`config.mk`:
```
export PLATFORM = sky130hd
export DESIGN_NAME = sld_top
export DESIGN_NICKNAME = d
export VERILOG_FILES = /design/src/core/sld_pkg.sv /design/src/core/sld_top.sv /design/src/core/sld_compare.sv
export SDC_FILE = /design/constraint.sdc
export NUM_CORES = 1
export LEC_CHECK = 0
export BUFFER_PORTS_ARGS = -buffer_cell sky130_fd_sc_hd__clkbuf_2
export CORE_ASPECT_RATIO = 2
export CORE_MARGIN = 2
export CORE_UTILIZATION = 47
export CTS_CLUSTER_DIAMETER = 50
export DETAILED_ROUTE_END_ITERATION = 8
export MAX_ROUTING_LAYER = met4
export PLACE_DENSITY = 0.76
export SETUP_SLACK_MARGIN = 0.15
export SKIP_LAST_GASP = 1
export SLEW_MARGIN = 10
export SYNTH_ARGS = -nofsm -noshare
export SYNTH_HDL_FRONTEND = slang
export SYNTH_HIERARCHICAL = 1
export SYNTH_SLANG_ARGS = --single-unit
```
`constraint.sdc`:
```
create_clock -name i_ref_clk -period 2.1 [get_ports i_ref_clk]
set_input_delay 0.21 -clock i_ref_clk [delete_from_list [all_inputs] [get_ports i_ref_clk]]
set_output_delay 0.21 -clock i_ref_clk [all_outputs]
set_load 0.01 [all_outputs]
```
`src/core/sld_pkg.sv`:
```
// Constants and types for the stall load detect block.
// Assumes a single 10 MHz clock and an AXI4-Lite register bus.
package sld_pkg;

  // ----------------------------------------
  // Widths
  // ----------------------------------------
  localparam int RESULT_W = 9;  // Holds 0..510
  localparam int THRESH_W = 8;  // Stall threshold width
  localparam int VEL_W = 20;    // Velocity threshold and step interval

  // ----------------------------------------
  // Register byte offsets
  // ----------------------------------------
  localparam logic [7:0] OFS_THRESH = 8'h00;   // Stall threshold, RW
  localparam logic [7:0] OFS_VEL = 8'h04;      // Lower velocity threshold, RW
  localparam logic [7:0] OFS_RESULT = 8'h08;   // Load measure result, RO
  localparam logic [7:0] OFS_STATUS = 8'h0C;   // Live status bits, RO

  // ----------------------------------------
  // Reset values
  // ----------------------------------------
  localparam logic [THRESH_W-1:0] RST_THRESH = 8'h00;
  localparam logic [VEL_W-1:0] RST_VEL = 20'h0_0000;
  localparam logic [RESULT_W-1:0] RST_RESULT = 9'h000;
  localparam logic [RESULT_W-1:0] RESULT_MAX = 9'h1FE;  // 510

  // AXI response codes
  localparam logic [1:0] RESP_OKAY = 2'b00;
  localparam logic [1:0] RESP_SLVERR = 2'b10;

endpackage : sld_pkg

```
`src/core/sld_top.sv`:
```
// Stall load detect top: result capture, pulse output, register slave.
// Assumes full-step strobe and measurement arrive synchronous to the clock.
// Register map: stall threshold, velocity gate, held result, live status.
// The full-step strobe is one clock wide; a longer strobe recaptures.
`timescale 1ns/1ns
module sld_top
  import sld_pkg::*;
(
  input wire logic i_ref_clk,                   // 10 MHz clock
  input wire logic i_rstn,                      // Synchronous reset, active low
  input wire logic i_full_step,                 // One-cycle pulse per full step
  input wire logic [RESULT_W-1:0] i_load_raw,   // Raw load measurement
  input wire logic i_quiet_mode,                // Quiet chopper active
  input wire logic [VEL_W-1:0] i_step_interval_measure, // Step interval
  output logic o_fault_pulse_out,               // Stall pulse to controller
  output logic [RESULT_W-1:0] o_load_measure_result,    // Latest result
  // AXI4-Lite slave
  input wire logic [7:0] s_axi_awaddr,
  input wire logic s_axi_awvalid,
  output logic s_axi_awready,
  input wire logic [31:0] s_axi_wdata,
  input wire logic [3:0] s_axi_wstrb,
  input wire logic s_axi_wvalid,
  output logic s_axi_wready,
  output logic [1:0] s_axi_bresp,
  output logic s_axi_bvalid,
  input wire logic s_axi_bready,
  input wire logic [7:0] s_axi_araddr,
  input wire logic s_axi_arvalid,
  output logic s_axi_arready,
  output logic [31:0] s_axi_rdata,
  output logic [1:0] s_axi_rresp,
  output logic s_axi_rvalid,
  input wire logic s_axi_rready
);

  // ----------------------------------------
  // State
  // ----------------------------------------
  // All flops reset synchronously; both settings clear to zero
  logic [THRESH_W-1:0] stall_threshold;          // Software setting
  logic [VEL_W-1:0] lower_velocity_threshold;    // Software setting
  logic [RESULT_W-1:0] load_measure_result;      // Held per full step
  logic step_seen;                               // Result is fresh this cycle
  logic [7:0] aw_addr;                           // Captured write address
  logic aw_held;                                 // Write address taken
  logic [31:0] w_data;                           // Captured write data
  logic [3:0] w_strb;                            // Captured strobes
  logic w_held;                                  // Write data taken
  logic stall;                                   // Result below doubled threshold
  logic gate;                                    // Quiet mode and velocity gate open

  // ----------------------------------------
  // Result capture
  // ----------------------------------------
  // Clamp guards against a raw 511 from the analog front end
  wire logic [RESULT_W-1:0] next_result =
    (i_load_raw > RESULT_MAX) ? RESULT_MAX : i_load_raw;

  // Update only on full steps, never per clock
  always_ff @(posedge i_ref_clk) begin
    if (!i_rstn) begin
      load_measure_result <= RST_RESULT;
      step_seen <= 1'b0;
    end else begin
      if (i_full_step) begin
        load_measure_result <= next_result;
      end
      // Marks the cycle in which the fresh result is judged
      step_seen <= i_full_step;
    end
  end

  // ----------------------------------------
  // Stall comparison
  // ----------------------------------------
  // Works on the held result, so a pulse always matches a readable value
  sld_compare u_cmp (
    .i_result(load_measure_result),
    .i_threshold(stall_threshold),
    .i_vel_thresh(lower_velocity_threshold),
    .i_step_interval(i_step_interval_measure),
    .i_quiet_mode(i_quiet_mode),
    .o_stall(stall),
    .o_gate(gate)
  );

  // ----------------------------------------
  // Pulse output
  // ----------------------------------------
  // One pulse per evaluated full step; a single pulse is enough downstream
  // A stall that lasts many steps pulses on each of them, not only once
  always_ff @(posedge i_ref_clk) begin
    if (!i_rstn) begin
      o_fault_pulse_out <= 1'b0;
    end else begin
      // Registered, so the controller sees a clean one-cycle pulse
      o_fault_pulse_out <= step_seen && stall && gate;
    end
  end

  // The result is a flop already, so the output needs no extra stage
  assign o_load_measure_result = load_measure_result;

  // ----------------------------------------
  // Address decode
  // ----------------------------------------
  // Shared by both paths so reads and writes agree on the map
  function automatic logic addr_mapped(input logic [7:0] addr);
    addr_mapped = (addr == OFS_THRESH) || (addr == OFS_VEL)
      || (addr == OFS_RESULT) || (addr == OFS_STATUS);
  endfunction : addr_mapped

  // ----------------------------------------
  // AXI write path
  // ----------------------------------------
  // Ready only while the beat's holder is free and no response waits
  assign s_axi_awready = !aw_held && !s_axi_bvalid;
  assign s_axi_wready = !w_held && !s_axi_bvalid;
  wire logic aw_take = s_axi_awvalid && s_axi_awready;
  wire logic w_take = s_axi_wvalid && s_axi_wready;
  // Merge a beat taken now with one held from earlier
  wire logic [7:0] wr_addr = aw_take ? s_axi_awaddr : aw_addr;
  wire logic [31:0] wr_data = w_take ? s_axi_wdata : w_data;
  wire logic [3:0] wr_strb = w_take ? s_axi_wstrb : w_strb;
  wire logic wr_go = (aw_take || aw_held) && (w_take || w_held);
  // Register selects, qualified by a complete write
  wire logic wr_thresh = wr_go && (wr_addr == OFS_THRESH);
  wire logic wr_vel = wr_go && (wr_addr == OFS_VEL);
  wire logic wr_ok = addr_mapped(wr_addr);

  // Address and data may arrive in either order; response follows both
  always_ff @(posedge i_ref_clk) begin
    if (!i_rstn) begin
      // Nothing held and no response pending
      aw_held <= 1'b0;
      w_held <= 1'b0;
      aw_addr <= 8'h00;
      w_data <= 32'h0000_0000;
      w_strb <= 4'h0;
      s_axi_bvalid <= 1'b0;
      s_axi_bresp <= RESP_OKAY;
    end else begin
      if (wr_go) begin
        // Both beats present: respond and free the holders
        aw_held <= 1'b0;
        w_held <= 1'b0;
        s_axi_bvalid <= 1'b1;
        s_axi_bresp <= wr_ok ? RESP_OKAY : RESP_SLVERR;
      end else begin
        // Keep whichever beat arrived first
        if (aw_take) begin
          aw_held <= 1'b1;
          aw_addr <= s_axi_awaddr;
        end
        if (w_take) begin
          w_held <= 1'b1;
          w_data <= s_axi_wdata;
          w_strb <= s_axi_wstrb;
        end
        // The response leaves once the master takes it
        if (s_axi_bvalid && s_axi_bready) begin
          s_axi_bvalid <= 1'b0;
        end
      end
    end
  end

  // Register writes honour byte strobes
  always_ff @(posedge i_ref_clk) begin
    if (!i_rstn) begin
      // Settings return to their reset values
      stall_threshold <= RST_THRESH;
      lower_velocity_threshold <= RST_VEL;
    end else begin
      // Only byte lane 0 carries threshold bits
      if (wr_thresh && wr_strb[0]) begin
        stall_threshold <= wr_data[7:0];
      end
      // Velocity gate spans three lanes; bits above 19 are dropped
      if (wr_vel) begin
        if (wr_strb[0]) lower_velocity_threshold[7:0] <= wr_data[7:0];
        if (wr_strb[1]) lower_velocity_threshold[15:8] <= wr_data[15:8];
        if (wr_strb[2]) lower_velocity_threshold[19:16] <= wr_data[19:16];
      end
    end
  end

  // ----------------------------------------
  // AXI read path
  // ----------------------------------------
  // One read in flight; a new address is taken once the data is gone
  assign s_axi_arready = !s_axi_rvalid;
  wire logic ar_take = s_axi_arvalid && s_axi_arready;
  // Live status, as the comparator sees it in this cycle
  wire logic [31:0] rd_status = {29'h0000_0000, gate, stall, i_quiet_mode};
  wire logic rd_ok = addr_mapped(s_axi_araddr);
  // Unmapped offsets read as zero
  wire logic [31:0] rd_mux =
    (s_axi_araddr == OFS_THRESH) ? {24'h00_0000, stall_threshold} :
    (s_axi_araddr == OFS_VEL) ? {12'h000, lower_velocity_threshold} :
    (s_axi_araddr == OFS_RESULT) ? {23'h00_0000, load_measure_result} :
    (s_axi_araddr == OFS_STATUS) ? rd_status : 32'h0000_0000;

  // Data captured at address acceptance, held until taken
  always_ff @(posedge i_ref_clk) begin
    if (!i_rstn) begin
      s_axi_rvalid <= 1'b0;
      s_axi_rdata <= 32'h0000_0000;
      s_axi_rresp <= RESP_OKAY;
    end else if (ar_take) begin
      // Data and response are captured together at acceptance
      s_axi_rvalid <= 1'b1;
      s_axi_rdata <= rd_mux;
      s_axi_rresp <= rd_ok ? RESP_OKAY : RESP_SLVERR;
    end else if (s_axi_rready) begin
      // The master took the data
      s_axi_rvalid <= 1'b0;
    end
  end

endmodule : sld_top

```
`src/core/sld_compare.sv`:
```
// Stall comparator and pulse gate.
// Assumes the result and threshold are stable registered values.
`timescale 1ns/1ns
module sld_compare
  import sld_pkg::*;
(
  input wire logic [RESULT_W-1:0] i_result,     // Latest load result
  input wire logic [THRESH_W-1:0] i_threshold,  // Stall threshold
  input wire logic [VEL_W-1:0] i_vel_thresh,    // Lower velocity threshold
  input wire logic [VEL_W-1:0] i_step_interval, // Measured step interval
  input wire logic i_quiet_mode,                // Quiet chopper active
  output logic o_stall,                         // Result below doubled threshold
  output logic o_gate                           // Pulse allowed
);

  // ----------------------------------------
  // Comparison
  // ----------------------------------------
  // Doubling is a shift, so the compare span matches 0..510
  wire logic [RESULT_W-1:0] doubled = {i_threshold, 1'b0};
  assign o_stall = (i_result < doubled);
  // Slow motion gives weak back EMF; gate the output there
  assign o_gate = i_quiet_mode && (i_vel_thresh >= i_step_interval);

endmodule : sld_compare

```
# After elaboration in Yosys (flattened, before gate mapping)
# Cells that the tools add are included.
classes:
  order_cmp: 3
  n_eq_ne: 6
  n_mux: 14
  bitwise_logic: 1
  reduce_logical: 33
ops:
  columns: ["cell", "n"]
  rows:
  - ["20-bit two-way mux", 3]
  - ["8-bit by 4-bit equality test with 1-bit output, second input constant", 4]
  - ["20-bit greater-or-equal comparator", 1]
  - ["9-bit two-way mux", 2]
  - ["8-bit by 3-bit equality test with 1-bit output, second input constant", 2]
  - ["8-bit zero test", 2]
  - ["1-bit logical AND", 13]
  - ["9-bit > comparator, second input constant", 1]
  - ["9-bit < comparator", 1]
  - ["1-bit logical OR", 8]
  - ["8-bit two-way mux", 1]
  - ["3-bit two-way mux", 2]
  - ["2-bit AND reduction", 3]
  - ["1-bit zero test", 4]
  - ["1-bit two-way mux", 4]
  - ["2-bit two-way mux", 2]
  - ["2-bit nonzero test", 2]
  - ["2-bit OR reduction", 1]
  - ["1-bit inverter", 1]
totals:
  regBits: 110
  in_bits: 90
  out_inout_bits: 51
  elab_cells: 74

# Logic depth before layout (Yosys ltp)
# Gate-level depths: netlist of run 1.
depth:
  ltp_word: 9
  mapped_depth: 10

# Hierarchy
# The synthesis of run 1 kept the hierarchy.
modules_own_cells:
  columns: ["mod", "n_inst", "cells_per_inst", "area_per_inst_um2"]
  rows:
  - ["sld_top", 1, 478, 4332.9]
  - ["sld_compare", 1, 93, 663.1]

# Least setup slack after synthesis of run 1
# No wires, ideal clock.
synth_timing:
  path_kind: "flip-flop to flip-flop"
  startpoint: "reg s_axi_bvalid"
  endpoint: "reg stall_threshold[1]"
  setup_time_ns: 0.119
  t_arrival_ns: 2.130
  required_ns: 1.981
  setup_slack_ns: -0.149
  path_stages_with_launch: 6
  n_path_buf: 1
  path_cell_list: "dfxtp_1 > buf_2 > nor3b_2 > mux2i_1 > o211ai_1 > o221a_2"
synth_between:
  elab_chain_cells: 7
  word_cells_on_any_way: 14
  cone_classes: "mux: 3; reduce/logical: 11"
synth_rtl:
  columns: ["item", "line_no", "text"]
  rows:
  - ["from (decl)", "sld_top.sv:26", "output logic s_axi_bvalid,"]
  - ["from (signal assigned)", "sld_top.sv:141", "s_axi_bvalid <= 1'b0;"]
  - ["from (signal assigned)", "sld_top.sv:148", "s_axi_bvalid <= 1'b1;"]
  - ["from (signal assigned)", "sld_top.sv:163", "s_axi_bvalid <= 1'b0;"]
  - ["1-bit zero test *", "sld_top.sv:118, sld_top.sv:119", null]
  - ["1-bit logical AND, on equally long branches", "sld_top.sv:118, sld_top.sv:119", null]
  - ["1-bit logical AND, on equally long branches", "sld_top.sv:120, sld_top.sv:121", null]
  - ["8-bit two-way mux / 1-bit logical OR (equally long branches)", null, null]
  - ["8-bit zero test / 1-bit logical AND (equally long branches)", "sld_top.sv:128, sld_top.sv:126", null]
  - ["1-bit logical AND", "sld_top.sv:128", "wire logic wr_thresh = wr_go && (wr_addr == OFS_THRESH);"]
  - ["1-bit logical AND", "sld_top.sv:177", "if (wr_thresh && wr_strb[0]) begin"]
  - ["to (signal assigned)", "sld_top.sv:178", "stall_threshold <= wr_data[7:0];"]
  - ["to (decl)", "sld_top.sv:41", "logic [THRESH_W-1:0] stall_threshold;"]
# Every way passes the cells marked *; elsewhere a longest branch is shown, timed or not.
# A chain may end at the register's enable or synchronous reset.

# Worst setup path after layout of run 1
layout_timing:
  startpoint: "reg lower_velocity_threshold[15]"
  endpoint: "reg s_axi_rdata[2]"
layout_between:
  elab_chain_cells: 6
layout_rtl:
  columns: ["item", "line_no", "text"]
  rows:
  - ["from (decl)", "sld_top.sv:42", "logic [VEL_W-1:0] lower_velocity_threshold;"]
  - ["from (signal assigned)", "sld_top.sv:183", "if (wr_strb[1]) lower_velocity_threshold[15:8] <= wr_data[15:8];"]
  - ["20-bit greater-or-equal comparator", "sld_compare.sv:23", "assign o_gate = i_quiet_mode && (i_vel_thresh >= i_step_interval);"]
  - ["1-bit logical AND", "sld_compare.sv:23", null]
  - ["named net gate", "sld_top.sv:51", "logic gate;"]
  - ["3-bit two-way mux", "sld_top.sv:203", "(s_axi_araddr == OFS_STATUS) ? rd_status : 32'h0000_0000;"]
  - ["9-bit two-way mux", "sld_top.sv:202", "(s_axi_araddr == OFS_RESULT) ? {23'h00_0000, load_measure_result} :"]
  - ["20-bit two-way mux", "sld_top.sv:201", "(s_axi_araddr == OFS_VEL) ? {12'h000, lower_velocity_threshold} :"]
  - ["20-bit two-way mux", "sld_top.sv:200", "(s_axi_araddr == OFS_THRESH) ? {24'h00_0000, stall_threshold} :"]
  - ["to (signal assigned)", "sld_top.sv:214", "s_axi_rdata <= rd_mux;"]
  - ["to (decl)", "sld_top.sv:31", "output logic [31:0] s_axi_rdata,"]
# The timed path passes the listed nets, and every way through them passes these cells.

==> metrics.yaml, run 1 <==
fmax_mhz: 451
drt_iter0_markers: 272
cellPowerDensity_nw_per_um2: 716
antenna_cells: 0
crit_fanout: 2
avgSynthCellArea_um2: 8.75
grt-ovfl-total: 0
status: "finished with violations"
wl_per_cell_um: 16.8
critical_path_required_ns: 2.31
htreeDepth: 3
grt_max_degree: 55
clock_latency_ns: 0.34
seq_area_frac_synth: 0.385
coreArea_um2: 10400
clockBufferDepth: 2
slew_viol_final: 0
antenna_found_initial: 0
fp.dieH_um: 150
start_util: 0.480
placementRows: 53
synth_top_family_by_area: "compound AO/OA/AOI/OAI gates"
clock-root-buffer: "clkbuf_16"
yosysMostFrequentCell: "dfxtp_1"
period_minus_slack_ns: 2.22
hold_depth: 3
fill_cells: 908
final_nets: 822
failed_checks: "setup timing"
layout-drive-gt1-share: 0.318
numCtsBuffers: 9
r2r_cells: 9
min_period_over_period: 1.05
worst_slack_ns: -0.115
dr.pass1.iters: 5
synthAdderAreaFrac: 0.0676
grt_setup_unrepaired: "true"
cts_tree: "yes"
synth_top_area_frac: 0.385
synth_xor_area_frac: 0
ys_ff_latch: 96
cts.sinks: 96
ios: 141
async_flop_share: 0
hold_viol_final: 0
synth_simple_gate_area_frac: 0.170
cp.arrival_ns: 2.42
fin_util: 0.620
die_w_um: 76.9
netlist_instances: 571
worstSetupPathType: "reg2reg"
synth_ff_type: "dfxtp_1"
route.detailed.drc: 0
tightestPinTransition_ns: 1.04
io_buffers: 113
cap_violations: 0
ir_drop_v: 0.000442
grt_pass1_vias: 4714
routed_wl_um: 14200
leakagePower_nw: 2.82
clk_pin_slew_ns: 0.07
via_per_inst: 5.64
setup_violations: 29
syn_to_final_growth_pct: 29.1
cts_hold_buf: 0
synth.top_cells.by_count: "dfxtp_1 (96), inv_1 (49), nor2_1 (40), a21oi_1 (38), nand3_1 (36)"
grt_pass1_wl_um: 22800
critPathLaunchType: "flop"
synth.distinct_cells: 46
die_area_um2: 11500
muxShareOfSynthArea: 0.0513
synth.area.top_cells: "dfxtp_1 (38%), ha_1 (6.8%), mux2i_1 (4.0%), o221a_1 (3.8%), a21oi_1 (3.8%)"
vias: 4775
synth_area_leader_cell: "dfxtp_1"
routabilityCongestion: 0.874
ant_nets: 0
grtUsageTotal: 0.254
hold_class: "in2reg"
dp_hpwl_um: 11000
synth-compound-area-share: 0.239
p_total_w: 0.00462
max-slew-margin-rel: 0.302
cp-end-kind: "flop"
finalClockSkew_ns: 0.00829
synth_edf_count: 0
synth_area_um2: 5000
yosysWarnings: 6
## registers in the layout, summed over array words and instances, names as in the netlist
name                      count
aw_addr                       8
aw_held                       1
lower_velocity_threshold     20
o_fault_pulse_out             1
o_load_measure_result         9
s_axi_bresp                   1
s_axi_bvalid                  1
s_axi_rdata                  20
s_axi_rresp                   1
s_axi_rvalid                  1
stall_threshold               8
step_seen                     1
w_data                       20
w_held                        1
w_strb                        3
## cell families (layout without fill, tap and decap cells)
logic type	count (synthesis)	count (layout)
adder cells (fa/ha/maj)	27	27
AND/OR/NAND/NOR	161	161
flip-flops	96	96
AO/OA/AOI/OAI	161	161
buffers and inverters	100	226
other	1	14
multiplexers	25	25
## final cells by class
type	count	area [µm²]	share of cell area
clock buffer	11	253	0.0392
clock inverter	5	63.8	0.00989
inverter	49	184	0.0285
multi-input combinational	388	2880	0.446
sequential	96	1930	0.299
tap	137	171	0.0266
timing repair buffer	161	975	0.151
## path summary, 6_finish.rpt
path	from	endpoint	slack (ns)
worst max-delay path	lower_velocity_threshold[15]	s_axi_rdata[2]	-0.12
worst min-delay path	s_axi_wdata[15]	w_data[15]	0.12
worst max register to register	lower_velocity_threshold[15]	s_axi_rdata[2]	-0.12
worst min register to register	w_data[8]	w_data[8]	0.48
## metrics by stage
| step | hold WS (ns) | cells | area, µm² | setup TNS, ns | setup slack [ns] |
|---|---|---|---|---|---|
| 2_1_floorplan | 0.357 | 584 | 5100 | 0 | 0.0200 |
| 3_3_place_gp | 0.462 | 828 | 5990 | -0.407 | -0.128 |
| 3_5_place_dp | 0.466 | 828 | 5990 | -1.12 | -0.210 |
| 4_1_cts | 0.113 | 846 | 6420 | -1.54 | -0.199 |
| 5_1_grt | 0.123 | 847 | 6450 | -3.53 | -0.169 |
| 6_report | 0.119 | 847 | 6450 | -1.97 | -0.115 |
## per-layer routing
metal  global-route usage  part of all wire
met5                    -                 0
met4                0.117             0.027
met3               0.0314             0.048
met2                0.475              0.56
met1                0.262              0.36
## worst max-delay path, cell delays in order (launching register included)
cell	delay (ns)
dfxtp_2	0.36
ha_4	0.21
and3_4	0.18
a21oi_2	0.13
o21ai_1	0.07
a221o_1	0.35
o31a_1	0.28
mux2_4	0.28
a22oi_2	0.14
o22ai_1	0.09
## placed cells by master, fill, tap and decap left out, types with 6 or more instances in the layout
master / n
a31oi_1: 17
mux2i_1: 19
nand2b_1: 14
o21ai_0: 34
clkbuf_16: 9
clkbuf_2: 113
a21oi_1: 36
nor3b_1: 12
nand2_1: 25
nor3_1: 6
o221a_1: 17
nand3_1: 35
conb_1: 14
buf_4: 42
inv_1: 49
o221a_4: 7
dfxtp_1: 91
nor2_1: 40
a22oi_1: 17
ha_1: 24
## power by group
part           switching (W)  total (W)  internal, W
Combinational       0.000542   0.000929     0.000387
Clock               0.000707    0.00170     0.000996
Sequential         0.0000751    0.00199      0.00191
Total                0.00132    0.00462      0.00329
## timing repair
action | 4_1_cts | 5_1_grt
endpoints found under the hold margin | 0 | 0
cloned | 0 | 0
pin swaps | 8 | 9
endpoints found under the setup margin | 31 | 31
setup buffers | 2 | 1
gates resized for setup | 17 | 5
Note: power is estimated with default switching activity, not from simulation.
==> run 2: changes to the inputs <==
--- a/config.mk
+++ b/config.mk
@@ -20,3 +20,4 @@
 export SYNTH_HDL_FRONTEND = slang
 export SYNTH_HIERARCHICAL = 1
 export SYNTH_SLANG_ARGS = --single-unit
+export TNS_END_PERCENT = 10
==> run 2 against run 1 <==
The run still ends with setup timing left. Via count up 0.52%. Clock power is 6% lower. Register-to-register slack gained 0.04 ns. Clock skew fell by 0.0015 ns. Total power down 2.9%. Highest routed layer unchanged.
==> metrics.yaml, run 2 (synthesis results as in run 1) <==
hold_viol_final: 0  # unchanged
ir_drop_v: 0.000421  # -4.8%
grt_pass1_wl_um: 22800  # about the same
numCtsBuffers: 9  # unchanged
pwr-share-comb: 0.202  # about the same
layout-drive-gt1-share: 0.320  # +0.00141
status: "finished with violations"
coreArea_um2: 10400  # unchanged
finalClockSkew_ns: 0.00674  # -0.00155 ns
die_w_um: 76.9  # unchanged
hold_class: "in2reg"
leakagePower_nw: 2.74  # -3.0%
final_cell_mix: "clkbuf_2 (113), dfxtp_1 (92), inv_1 (49)"
fmax_mhz: 460  # +1.9%
tightestPinTransition_ns: 0.520  # -0.522 ns
fill_cells: 925  # +1.9%
grt_max_degree: 55  # unchanged
start_util: 0.480  # unchanged
grt-ovfl-total: 0  # unchanged
hold_depth: 3  # unchanged
ios: 141  # unchanged
cts_hold_buf: 0  # unchanged
cp.arrival_ns: 2.45  # +0.03 ns
critical_path_required_ns: 2.38  # +0.07 ns
placed_cell_area_um2: 5950  # -0.52%
grt_setup_unrepaired: "true"
worst_r2r_endpoint: "lower_velocity_threshold[7]"
clk_pin_slew_ns: 0.06  # about the same
wl_per_cell_um: 16.8  # -0.15%
cellPowerDensity_nw_per_um2: 705  # -1.5%
worst_slack_ns: -0.0747  # +0.0403 ns
htreeDepth: 3  # unchanged
failed_checks: "setup timing"
fp.dieH_um: 150  # unchanged
fin_util: 0.611  # -0.00865
sequentialPowerShare: 0.442  # +0.012
min_period_over_period: 1.04  # -0.0192
final_nets: 822  # unchanged
antenna_found_initial: 0  # unchanged
slew_viol_final: 0  # unchanged
cts.sinks: 96  # unchanged
crit_fanout: 8  # +6
vias: 4800  # +0.52%
grtUsageTotal: 0.255  # about the same
cap_violations: 0  # unchanged
io_buffers: 113  # unchanged
routed_wl_um: 14200  # -0.15%
min_from: "s_axi_wdata[9]"
pwr-share-clk: 0.356  # -0.013
max-slew-margin-rel: 0.650  # +0.348
min_to: "w_data[9]"
swShare: 0.289  # +0.00220
grt_pass1_vias: 4799  # +1.8%
clockBufferDepth: 2  # unchanged
worstSetupPathType: "reg2reg"
clock-root-buffer: "clkbuf_16"
clock_latency_ns: 0.34  # about the same
reg2reg_setup_slack_ns: -0.07  # +0.04 ns
cp-end-kind: "flop"
rr_startpoint: "aw_addr[7]"
via_per_inst: 5.67  # +0.52%
dr.pass1.iters: 5  # unchanged
antenna_cells: 0  # unchanged
routabilityCongestion: 0.921  # +5.3%
ant_nets: 0  # unchanged
die_area_um2: 11500  # unchanged
placementRows: 53  # unchanged
syn_to_final_growth_pct: 27.3
setup_violations: 29  # unchanged
postLayoutCellArea_um2: 6360  # -1.4%
r2r_cells: 5  # -4
cts_tree: "yes"
dp_hpwl_um: 11200  # +2.4%
critPathLaunchType: "flop"
reg_top3: "lower_velocity_threshold x20, s_axi_rdata x20, w_data x20"
final_common_cell: "clkbuf_2"
period_minus_slack_ns: 2.17  # -0.0403 ns
p_int_w: 0.00319  # -3.2%
p_sw_w: 0.00130  # -2.1%
drt_iter0_markers: 221  # -19%
route.detailed.drc: 0  # unchanged
crit_start: "aw_addr[7]"
[run 2: worst max-delay path: stages, from the launching register on]
cell and delay (ns):
dfxtp_1 0.32, or4_4 0.54, or4_4 0.53, a2111oi_4 0.35
buf_6 0.18, o221a_1 0.19
[run 2: routing by layer]
metal,part of all wire,track usage
met1,0.37,0.252
met2,0.55,0.474
met3,0.031,0.0259
met4,0.045,0.151
met5,0,-
[run 2: power by group through the flow]
stage | registers, W | logic [W] | clock network, W
6_report | 0.00198 | 0.000906 | 0.00160
3_5_place_dp | 0.00202 | 0.000887 | 0
2_1_floorplan | 0.00201 | 0.000566 | 0
4_1_cts | 0.00198 | 0.000899 | 0.00162
3_3_place_gp | 0.00201 | 0.000862 | 0
5_1_grt | 0.00199 | 0.000989 | 0.00170
[run 2: stage by stage]
| step | hold slack, ns | power [W] | instances | setup WS [ns] | TNS [ns] |
|---|---|---|---|---|---|
| after floorplan | 0.357 | 0.00257 | 584 | 0.0188 | 0 |
| after global placement | 0.461 | 0.00288 | 829 | -0.137 | -0.335 |
| after detailed placement | 0.467 | 0.00291 | 829 | -0.190 | -1.13 |
| after CTS | 0.109 | 0.00450 | 847 | -0.124 | -1.58 |
| after global routing | 0.116 | 0.00468 | 847 | -0.145 | -3.04 |
| final | 0.116 | 0.00449 | 847 | -0.0747 | -1.64 |
[run 2: what timing repair did]
item / 4_1_cts / 5_1_grt
pin swaps: 8 / 3
gates resized for setup: 10 / 9
setup buffers: 2 / 0
setup endpoints to repair: 30 / 31
[run 2: layout make-up]
class	count	area [µm²]	share of cell area
multi-input cells	388	2820	0.443
clock inverters	4	26.3	0.00413
clock buffers	12	267	0.0419
well taps	137	171	0.0270
flip-flops and latches	96	1930	0.303
inverters	49	184	0.0289
repair buffers	161	967	0.152
[run 2: how the worst max path moves through the flow]
stage	end	slack (ns)
final	lower_velocity_threshold[7]	-0.07
after global routing	s_axi_rdata[2]	-0.14
after CTS	s_axi_rdata[2]	-0.12
after detailed placement	s_axi_rdata[2]	-0.19
after global placement	s_axi_rdata[2]	-0.14
after floorplan	stall_threshold[1]	0.02
